==> src/hdl/fault_sleep_pkg.sv <==
// Purpose: Shared constants for fault escalation and sleep control
// Assumes: Priority numbers where a lower value is more urgent
// Notes:   Flag positions are bit indices of the status outputs
package fault_sleep_pkg;
    localparam int PRIO_W    = 8;
    localparam int ADDR_W    = 32;
    localparam int NUM_CLS   = 3;
    localparam int CLS_MEM   = 0;
    localparam int CLS_BUS   = 1;
    localparam int CLS_USAGE = 2;

    // Class of the handler now executing
    localparam logic [2:0] ACT_NONE  = 3'h0;
    localparam logic [2:0] ACT_MEM   = 3'h1;
    localparam logic [2:0] ACT_BUS   = 3'h2;
    localparam logic [2:0] ACT_USAGE = 3'h3;
    localparam logic [2:0] ACT_HARD  = 3'h4;
    localparam logic [2:0] ACT_NMI   = 3'h5;
    localparam logic [2:0] ACT_OTHER = 3'h6;
    localparam logic [2:0] CLS_ACT [NUM_CLS] = '{ACT_MEM, ACT_BUS, ACT_USAGE};

    // Status layouts
    localparam int HARD_W       = 2;
    localparam int HARD_VEC_BIT = 0;
    localparam int HARD_ESC_BIT = 1;
    localparam int BUS_W        = 5;
    localparam int BUS_STK_BIT  = 0;
    localparam int BUS_UNSTK_BIT = 1;
    localparam int BUS_PREF_BIT = 2;
    localparam int BUS_PREC_BIT = 3;
    localparam int BUS_IMPR_BIT = 4;
    localparam int USG_W        = 6;
    localparam int USG_COP_BIT  = 0;
    localparam int USG_UNDEF_BIT = 1;
    localparam int USG_ISA_BIT  = 2;
    localparam int USG_RET_BIT  = 3;
    localparam int USG_ALIGN_BIT = 4;
    localparam int USG_DIV_BIT  = 5;
    localparam int MEM_W        = 1;
    localparam int MEM_EXEC_BIT = 0;

    // Reset values
    localparam logic [HARD_W-1:0] HARD_RST = 2'h0;
    localparam logic [BUS_W-1:0]  BUS_RST  = 5'h00;
    localparam logic [USG_W-1:0]  USG_RST  = 6'h00;
    localparam logic [MEM_W-1:0]  MEM_RST  = 1'h0;
    localparam logic [ADDR_W-1:0] ADDR_RST = 32'h0000_0000;

    typedef enum logic [1:0] {
        ST_RUN       = 2'b00,
        ST_SLEEP_INT = 2'b01,
        ST_SLEEP_EVT = 2'b10,
        ST_LOCKED    = 2'b11
    } core_state_t;
endpackage : fault_sleep_pkg

==> src/hdl/fault_class_gate.sv <==
// Purpose: Decide whether one configurable fault class is taken or escalated
// Assumes: Context inputs describe the handler executing in this cycle
// Notes:   Pure combinational; the caller registers the outcome
`timescale 1ns/100ps
`default_nettype none
module fault_class_gate
    import fault_sleep_pkg::*;
(
    // Fault source
    input  wire logic              hit_in,
    input  wire logic              exempt_in,
    // Class configuration
    input  wire logic [PRIO_W-1:0] prio_in,
    input  wire logic              enable_in,
    // Execution context
    input  wire logic              active_in,
    input  wire logic              same_class_in,
    input  wire logic [PRIO_W-1:0] cur_prio_in,
    // Outcome
    output logic                   escalate_out,
    output logic                   take_out
);
    logic blocked;

    always_comb
    begin
        blocked = same_class_in;
        blocked = blocked | (active_in & (prio_in >= cur_prio_in));
        blocked = blocked | ~enable_in;
        escalate_out = hit_in & ~exempt_in & blocked;
        take_out = hit_in & ~(~exempt_in & blocked);
    end
endmodule : fault_class_gate
`default_nettype wire

==> src/hdl/fault_escalation_sleep_ctrl.sv <==
// Purpose: Fault classing, escalation, lockup and sleep entry/wakeup
// Assumes: All inputs synchronous to CLK_IN; event inputs are one-cycle pulses
// Notes:   Status flags are sticky; set wins over write-one-to-clear
`timescale 1ns/100ps
`default_nettype none
module fault_escalation_sleep_ctrl
    import fault_sleep_pkg::*;
(
    // Clock, reset, enable
    input  wire logic              CLK_IN,
    input  wire logic              RST_B_IN,
    input  wire logic              CLK_EN_IN,
    // Bus error sources
    input  wire logic              VEC_READ_ERR_IN,
    input  wire logic              STACK_ERR_IN,
    input  wire logic              UNSTACK_ERR_IN,
    input  wire logic              PREFETCH_ERR_IN,
    input  wire logic              PRECISE_ERR_IN,
    input  wire logic              IMPRECISE_ERR_IN,
    input  wire logic              ENTERING_BUS_HANDLER_IN,
    input  wire logic [ADDR_W-1:0] DATA_ADDR_IN,
    input  wire logic [ADDR_W-1:0] FETCH_ADDR_IN,
    // Memory and usage sources
    input  wire logic              NO_EXEC_FETCH_IN,
    input  wire logic              COPROC_ACCESS_IN,
    input  wire logic              UNDEF_OPCODE_IN,
    input  wire logic              ISA_STATE_ERR_IN,
    input  wire logic              BRANCH_EXCH_IN,
    input  wire logic              BRANCH_TARGET_BIT0_IN,
    input  wire logic              BAD_RETURN_IN,
    input  wire logic              MISALIGNED_IN,
    input  wire logic              ZERO_DIVISOR_IN,
    // Class configuration
    input  wire logic [PRIO_W-1:0] MEM_PRIO_IN,
    input  wire logic [PRIO_W-1:0] BUS_PRIO_IN,
    input  wire logic [PRIO_W-1:0] USAGE_PRIO_IN,
    input  wire logic              MEM_EN_IN,
    input  wire logic              BUS_EN_IN,
    input  wire logic              USAGE_EN_IN,
    // Execution context
    input  wire logic [2:0]        ACTIVE_CLASS_IN,
    input  wire logic [PRIO_W-1:0] CUR_PRIO_IN,
    input  wire logic              HARD_ACCEPT_IN,
    // Status clears, write one to clear
    input  wire logic [HARD_W-1:0] HARD_STATUS_CLR_IN,
    input  wire logic [BUS_W-1:0]  BUS_STATUS_CLR_IN,
    input  wire logic [USG_W-1:0]  USAGE_STATUS_CLR_IN,
    input  wire logic [MEM_W-1:0]  MEM_STATUS_CLR_IN,
    // Sleep control
    input  wire logic              WAIT_FOR_INTERRUPT_INSN_IN,
    input  wire logic              WAIT_FOR_EVENT_INSN_IN,
    input  wire logic              HANDLER_EXIT_IN,
    input  wire logic              SLEEP_AFTER_HANDLER_IN,
    input  wire logic              DEEP_SLEEP_SELECT_IN,
    input  wire logic              EVENT_ON_PENDING_IN,
    input  wire logic              EVENT_IN,
    input  wire logic              DEBUG_WAKE_IN,
    // Pending exception and masks
    input  wire logic              PEND_VALID_IN,
    input  wire logic [PRIO_W-1:0] PEND_PRIO_IN,
    input  wire logic              PEND_CONFIG_IN,
    input  wire logic              PEND_IS_NMI_IN,
    input  wire logic              NEW_PEND_IN,
    input  wire logic              INTERRUPT_MASK_BIT_IN,
    input  wire logic              FAULT_MASK_BIT_IN,
    // Fault requests
    output logic                   HARD_FAULT_REQ_OUT,
    output logic                   BUS_FAULT_REQ_OUT,
    output logic                   MEM_FAULT_REQ_OUT,
    output logic                   USAGE_FAULT_REQ_OUT,
    // Status and addresses
    output logic [HARD_W-1:0]      HARD_STATUS_OUT,
    output logic [BUS_W-1:0]       BUS_STATUS_OUT,
    output logic [USG_W-1:0]       USAGE_STATUS_OUT,
    output logic [MEM_W-1:0]       MEM_STATUS_OUT,
    output logic [ADDR_W-1:0]      BUS_FAULT_ADDR_OUT,
    output logic [ADDR_W-1:0]      MEM_FAULT_ADDR_OUT,
    // Core state
    output logic                   LOCKUP_OUT,
    output logic                   SLEEPING_OUT,
    output logic                   DEEP_SLEEP_OUT,
    output logic                   HALT_OUT,
    output logic                   WAKE_OUT,
    output logic                   ENTRY_OK_OUT,
    output logic                   EVENT_REG_OUT
);
    core_state_t       state;
    core_state_t       next_state;
    logic [NUM_CLS-1:0] cls_hit;
    logic [NUM_CLS-1:0] cls_esc;
    logic [NUM_CLS-1:0] cls_take;
    logic [NUM_CLS-1:0] cls_en;
    logic [PRIO_W-1:0]  cls_prio [NUM_CLS];
    logic [BUS_W-1:0]   bus_set;
    logic [USG_W-1:0]   usg_set;
    logic [HARD_W-1:0]  hard_set;
    logic               isa_err;
    logic               hard_hit;
    logic               lock_hit;
    logic               handler_active;
    logic               sufficient;
    logic               deferred_wake;
    logic               event_wake;
    logic               go_sleep_int;
    logic               next_hard_pend;
    logic               hard_pend;

    assign handler_active = (ACTIVE_CLASS_IN != ACT_NONE);
    assign isa_err = ISA_STATE_ERR_IN | (BRANCH_EXCH_IN & ~BRANCH_TARGET_BIT0_IN);

    assign bus_set = {IMPRECISE_ERR_IN, PRECISE_ERR_IN, PREFETCH_ERR_IN, UNSTACK_ERR_IN, STACK_ERR_IN};
    assign usg_set = {ZERO_DIVISOR_IN, MISALIGNED_IN, BAD_RETURN_IN, isa_err, UNDEF_OPCODE_IN, COPROC_ACCESS_IN};

    assign cls_hit[CLS_MEM]   = NO_EXEC_FETCH_IN;
    assign cls_hit[CLS_BUS]   = |bus_set;
    assign cls_hit[CLS_USAGE] = |usg_set;
    assign cls_en      = {USAGE_EN_IN, BUS_EN_IN, MEM_EN_IN};
    assign cls_prio[CLS_MEM]   = MEM_PRIO_IN;
    assign cls_prio[CLS_BUS]   = BUS_PRIO_IN;
    assign cls_prio[CLS_USAGE] = USAGE_PRIO_IN;

    generate
        for (genvar c = 0; c < NUM_CLS; c++)
        begin : g_cls
            fault_class_gate u_gate (
                .hit_in        (cls_hit[c]),
                .exempt_in     ((c == CLS_BUS) && STACK_ERR_IN && ENTERING_BUS_HANDLER_IN),
                .prio_in       (cls_prio[c]),
                .enable_in     (cls_en[c]),
                .active_in     (handler_active),
                .same_class_in (ACTIVE_CLASS_IN == CLS_ACT[c]),
                .cur_prio_in   (CUR_PRIO_IN),
                .escalate_out  (cls_esc[c]),
                .take_out      (cls_take[c])
            );
        end
    endgenerate

    assign hard_set = {|cls_esc, VEC_READ_ERR_IN};
    assign hard_hit = |hard_set;
    assign lock_hit = hard_hit & (ACTIVE_CLASS_IN == ACT_HARD);

    assign sufficient = PEND_VALID_IN & (PEND_PRIO_IN < CUR_PRIO_IN)
                      & ~(FAULT_MASK_BIT_IN & ~PEND_IS_NMI_IN)
                      & ~(INTERRUPT_MASK_BIT_IN & PEND_CONFIG_IN);
    assign deferred_wake = PEND_VALID_IN & PEND_CONFIG_IN & (PEND_PRIO_IN < CUR_PRIO_IN)
                         & INTERRUPT_MASK_BIT_IN & ~FAULT_MASK_BIT_IN;
    assign event_wake = EVENT_IN | (EVENT_ON_PENDING_IN & NEW_PEND_IN);
    assign go_sleep_int = WAIT_FOR_INTERRUPT_INSN_IN | (HANDLER_EXIT_IN & SLEEP_AFTER_HANDLER_IN);

    // Flags are sticky so software can read them after the handler runs
    always_ff @(posedge CLK_IN)
    begin
        if (!RST_B_IN)
        begin
            HARD_STATUS_OUT  <= HARD_RST;
            BUS_STATUS_OUT   <= BUS_RST;
            USAGE_STATUS_OUT <= USG_RST;
            MEM_STATUS_OUT   <= MEM_RST;
        end
        else if (CLK_EN_IN)
        begin
            HARD_STATUS_OUT  <= hard_set | (HARD_STATUS_OUT & ~HARD_STATUS_CLR_IN);
            BUS_STATUS_OUT   <= bus_set | (BUS_STATUS_OUT & ~BUS_STATUS_CLR_IN);
            USAGE_STATUS_OUT <= usg_set | (USAGE_STATUS_OUT & ~USAGE_STATUS_CLR_IN);
            MEM_STATUS_OUT   <= {NO_EXEC_FETCH_IN} | (MEM_STATUS_OUT & ~MEM_STATUS_CLR_IN);
        end
    end

    // Imprecise errors carry no usable address, so they leave it alone
    always_ff @(posedge CLK_IN)
    begin
        if (!RST_B_IN)
        begin
            BUS_FAULT_ADDR_OUT <= ADDR_RST;
            MEM_FAULT_ADDR_OUT <= ADDR_RST;
        end
        else if (CLK_EN_IN)
        begin
            if (PREFETCH_ERR_IN)
                BUS_FAULT_ADDR_OUT <= FETCH_ADDR_IN;
            else if (PRECISE_ERR_IN | STACK_ERR_IN | UNSTACK_ERR_IN)
                BUS_FAULT_ADDR_OUT <= DATA_ADDR_IN;
            if (NO_EXEC_FETCH_IN)
                MEM_FAULT_ADDR_OUT <= FETCH_ADDR_IN;
        end
    end

    assign next_hard_pend = (hard_hit & ~lock_hit) | (hard_pend & ~HARD_ACCEPT_IN);

    always_ff @(posedge CLK_IN)
    begin
        if (!RST_B_IN)
        begin
            hard_pend           <= 1'b0;
            HARD_FAULT_REQ_OUT  <= 1'b0;
            BUS_FAULT_REQ_OUT   <= 1'b0;
            MEM_FAULT_REQ_OUT   <= 1'b0;
            USAGE_FAULT_REQ_OUT <= 1'b0;
        end
        else if (CLK_EN_IN)
        begin
            hard_pend           <= next_hard_pend;
            HARD_FAULT_REQ_OUT  <= next_hard_pend & (ACTIVE_CLASS_IN != ACT_NMI)
                                 & (ACTIVE_CLASS_IN != ACT_HARD) & (next_state != ST_LOCKED);
            BUS_FAULT_REQ_OUT   <= cls_take[CLS_BUS];
            MEM_FAULT_REQ_OUT   <= cls_take[CLS_MEM];
            USAGE_FAULT_REQ_OUT <= cls_take[CLS_USAGE];
        end
    end

    always_comb
    begin
        next_state = state;
        unique case (state)
            ST_RUN:
            begin
                if (go_sleep_int)
                    next_state = ST_SLEEP_INT;
                else if (WAIT_FOR_EVENT_INSN_IN && !EVENT_REG_OUT)
                    next_state = ST_SLEEP_EVT;
            end
            ST_SLEEP_INT:
            begin
                if (sufficient || deferred_wake || DEBUG_WAKE_IN)
                    next_state = ST_RUN;
            end
            ST_SLEEP_EVT:
            begin
                if (sufficient || deferred_wake || event_wake || DEBUG_WAKE_IN)
                    next_state = ST_RUN;
            end
            ST_LOCKED:
                next_state = ST_LOCKED;
        endcase
        if (lock_hit)
            next_state = ST_LOCKED;
    end

    always_ff @(posedge CLK_IN)
    begin
        if (!RST_B_IN)
            state <= ST_RUN;
        else if (CLK_EN_IN)
            state <= next_state;
    end

    // Event bit: a new event in the consuming cycle survives
    always_ff @(posedge CLK_IN)
    begin
        if (!RST_B_IN)
            EVENT_REG_OUT <= 1'b0;
        else if (CLK_EN_IN)
            EVENT_REG_OUT <= event_wake
                           | (EVENT_REG_OUT & ~((state == ST_RUN) & WAIT_FOR_EVENT_INSN_IN & ~go_sleep_int));
    end

    // Mode select is sampled at entry so a mid-sleep write cannot switch modes
    always_ff @(posedge CLK_IN)
    begin
        if (!RST_B_IN)
        begin
            LOCKUP_OUT     <= 1'b0;
            SLEEPING_OUT   <= 1'b0;
            DEEP_SLEEP_OUT <= 1'b0;
            HALT_OUT       <= 1'b0;
            WAKE_OUT       <= 1'b0;
            ENTRY_OK_OUT   <= 1'b0;
        end
        else if (CLK_EN_IN)
        begin
            LOCKUP_OUT   <= (next_state == ST_LOCKED);
            SLEEPING_OUT <= (next_state == ST_SLEEP_INT) | (next_state == ST_SLEEP_EVT);
            HALT_OUT     <= (next_state != ST_RUN);
            if (state == ST_RUN)
                DEEP_SLEEP_OUT <= DEEP_SLEEP_SELECT_IN & (next_state != ST_RUN) & (next_state != ST_LOCKED);
            else if (next_state != state)
                DEEP_SLEEP_OUT <= 1'b0;
            WAKE_OUT     <= (state != ST_RUN) & (state != ST_LOCKED) & (next_state == ST_RUN);
            ENTRY_OK_OUT <= sufficient;
        end
    end
endmodule : fault_escalation_sleep_ctrl
`default_nettype wire

==> config.mk <==
export PLATFORM = sky130hd
export DESIGN_NAME = fault_escalation_sleep_ctrl
export DESIGN_NICKNAME = d
export VERILOG_FILES = /design/src/hdl/fault_sleep_pkg.sv /design/src/hdl/fault_class_gate.sv /design/src/hdl/fault_escalation_sleep_ctrl.sv
export SDC_FILE = /design/constraint.sdc
export NUM_CORES = 1
export LEC_CHECK = 0
export ABC_CLOCK_PERIOD_IN_PS = 4300
export BUFFER_PORTS_ARGS = -buffer_cell sky130_fd_sc_hd__buf_2
export CAP_MARGIN = 20
export CORE_ASPECT_RATIO = 0.9
export CORE_UTILIZATION = 46
export DETAILED_ROUTE_END_ITERATION = 12
export PLACE_DENSITY = 0.82
export SYNTH_ARGS = -nofsm -noshare
export SYNTH_HDL_FRONTEND = slang
export SYNTH_HIERARCHICAL = 1
export SYNTH_SLANG_ARGS = --single-unit
export TNS_END_PERCENT = 100
==> constraint.sdc <==
create_clock -name CLK_IN -period 4.3 [get_ports CLK_IN]
set_input_delay 0.43 -clock CLK_IN [delete_from_list [all_inputs] [get_ports CLK_IN]]
set_output_delay 0.43 -clock CLK_IN [all_outputs]
set_load 0.01 [all_outputs]
==> qor.yml <==
routing:
  drtIter0Drc: 192
  post_drt_via_cell_ratio: 5.06
  drcViolationCount: 0
  firstDrtPassIters: 4
  vias: 4895
  wl_mm: 13.2
  postRouteAntennaNets: 0
  drt-wirelength-per-cell_um: 13.7
yosys:
  async_flop_share_pct: 0
  synth.distinct_cells: 51
  syn_area_mm2: 0.00486
  yosys_register_bits: 92
  avgSynthCellArea_um2: 8.12
  syn_inst: 598
  ys.flop_type: "dfxtp_1"
  synth.yosys.seq_area_share_pct: 37.9
  yosys_warnings: 6
  synth_edf_count: 0
floorplan:
  core_region_area_mm2: 0.0102
  dieHeight_um: 99.5
  core.rowCount: 35
  io_pins: 247
  die_area_mm2: 0.0110
  initial_core_util_pct: 47.4
  die_x_um: 110
setup_path:
  critical_path_class: "in2reg"
  critPathArrivalTime_ps: 3700
  required_ps: 4570
  critPathLaunchType: "primary input"
  endpoint_kind: "flip-flop"
  crit_fanout: 5
clock_tree:
  cts_tree: "done"
  clk_latency_ps: 340
  postCtsHoldBufs: 0
  clk_path_buf_depth: 2
  clkTransAtPathRegs_ps: 70
  cts_num_sinks: 92
  postCtsSetupBuffers: 0
  root_buffer: "clkbuf_16"
  numCtsBuffers: 9
  ctsResizeCount: 0
  htreeDepth: 3
placed_design:
  port_buffers: 246
  place.gp.congestion: 0.808
  dp.cells: 950
  dp_hpwl_mm: 10.1
timing:
  slew_violations: 0
  grt_setup_unrepaired: "false"
  finalSetupViolations: 0
  fin_skew_ps: 4.50
  setup_tns_ps: 0
  period_share_pct: 79.8
  hold_viol_final: 0
  fmax_mhz: 292
  worst_pin_slew_ps: 910
  min_period_ps: 3430
  timing.slew.headroom_pct: 39.2
global_route:
  grt_pass1_wl_mm: 20.6
  grt_start_max_net_pins: 62
  antenna_found_initial: 0
  grt.total_usage_pct: 23.8
  grt_overflow_total: 0
  grt_pass1_vias: 4445
finish:
  layout-drive-gt1-share_pct: 34.2
  post-route-util_pct: 63.7
  fin_nets: 1029
  fillCellCount: 890
  final_cells: 967
  antenna_cells: 0
  area_growth_pct: 34.3
  final_common_cell: "buf_2"
  layout_common_cells: "buf_2, nand2_1, dfxtp_1"
worst_hold_path:
  min_path_type: "in2reg"
run:
  max-cap-violations: 0
power_and_ir_drop:
  leakage_nw: 3.36
  power_density_mw_per_mm2: 336
  peakVddDrop_mv: 0.301
status:
  status: "finished, final reports clean"
-- through the flow --
step | hold slack (ps) | cell area, µm² | total power (W) | setup WS, ps
after global routing | 331 | 6520 | 0.00230 | 671
after detailed placement | 443 | 6190 | 0.00140 | 586
after global placement | 437 | 6190 | 0.00139 | 626
after CTS | 323 | 6490 | 0.00221 | 881
final | 337 | 6520 | 0.00219 | 869
after floorplan | 463 | 4870 | 0.00121 | 1030
-- flip-flops by register name (all words and copies together) (netlist names), 2 cells and up --
name	count
state	2
MEM_FAULT_ADDR_OUT	32
BUS_STATUS_OUT	5
HARD_STATUS_OUT	2
BUS_FAULT_ADDR_OUT	32
USAGE_STATUS_OUT	6
-- Yosys cell counts, types with 2 or more instances --
master     number  share of area (%)
buf_2           4               0.41
nor2b_1         3               0.39
and3_2          3               0.46
or3_1           2               0.26
buf_1           6               0.46
a211o_1         3               0.54
nor3b_1         5               0.77
nand2b_4        3               0.85
inv_1          45                3.5
nand4_1         2               0.26
nand2b_1        2               0.26
dfxtp_1        92                 38
a32oi_1         3               0.54
and2_1          2               0.26
o21ai_1         5               0.51
a21oi_1        51                5.3
mux2i_1        37                7.6
xnor2_1         2               0.36
nor3_1          4               0.41
a22oi_1        11                1.7
a2bb2oi_1       2               0.36
nand2_1       106                8.2
o2111ai_1       2               0.36
or2_0           3               0.39
a211oi_1       35                5.4
clkbuf_1       22                1.7
or4_1           2               0.31
ha_1           38                9.8
inv_2           3               0.23
and3_1          2               0.26
nor2_1         64                4.9
o21ai_0         8               0.82
o311ai_1        3               0.54
nand3_1         6               0.62
-- logic make-up after synthesis --
| family | share of synthesized area (%) |
|---|---|
| AOI/OAI and AO/OA | 18.0 |
| muxes | 7.62 |
| DFF | 37.9 |
| buffers and inverters | 6.28 |
| xor gates and xnor gates | 0.361 |
| and+or+nand+nor | 20.0 |
| other | 0.0772 |
| adders and majority gates | 9.79 |
-- worst max-delay path: stages --
cell,delay (ps)
buf_2,100
or4_1,520
or4_1,510
and3_2,270
a32oi_1,160
nand2_1,90
nor4_1,320
nand3b_1,260
nand2b_2,120
nor2b_4,160
inv_1,60
ha_1,220
a21oi_1,150
nand2_1,80
a2bb2oi_1,160
nor2_1,90
-- layer usage --
metal | share of wire [%] | vias to the layer above | GRT usage, %
met2 | 49 | 140 | 41.4
met1 | 43 | 2214 | 29.0
met3 | 6.5 | 12 | 6.09
met5 | 0 | - | 0
li1 | - | 2529 | -
met4 | 1.2 | 0 | 6.28
-- area by class of cell --
class	instances	area, µm²	share of cell area (%)
Multi-Input combinational cell	429	2730	41.8
Sequential cell	92	1840	28.2
Inverter	48	180	2.76
Timing Repair Buffer	253	1300	20.0
Tap cell	129	161	2.47
Clock inverter	7	82.6	1.27
Clock buffer	9	225	3.45
-- worst paths after layout --
check	from	end	slack, ps	cells past startpoint
worst max register to register	state[1]	DEEP_SLEEP_OUT	1860	11
worst max-delay path	MISALIGNED_IN	HARD_FAULT_REQ_OUT	870	16
worst min-delay path	FETCH_ADDR_IN[10]	MEM_FAULT_ADDR_OUT[10]	340	3
worst min register to register	MEM_FAULT_ADDR_OUT[10]	MEM_FAULT_ADDR_OUT[10]	450	2
-- where the power goes --
part           internal, W  switching (W)
clock network     0.000460       0.000347
registers         0.000909      0.0000287
logic             0.000203       0.000246
(Power assumes the default switching activity.)
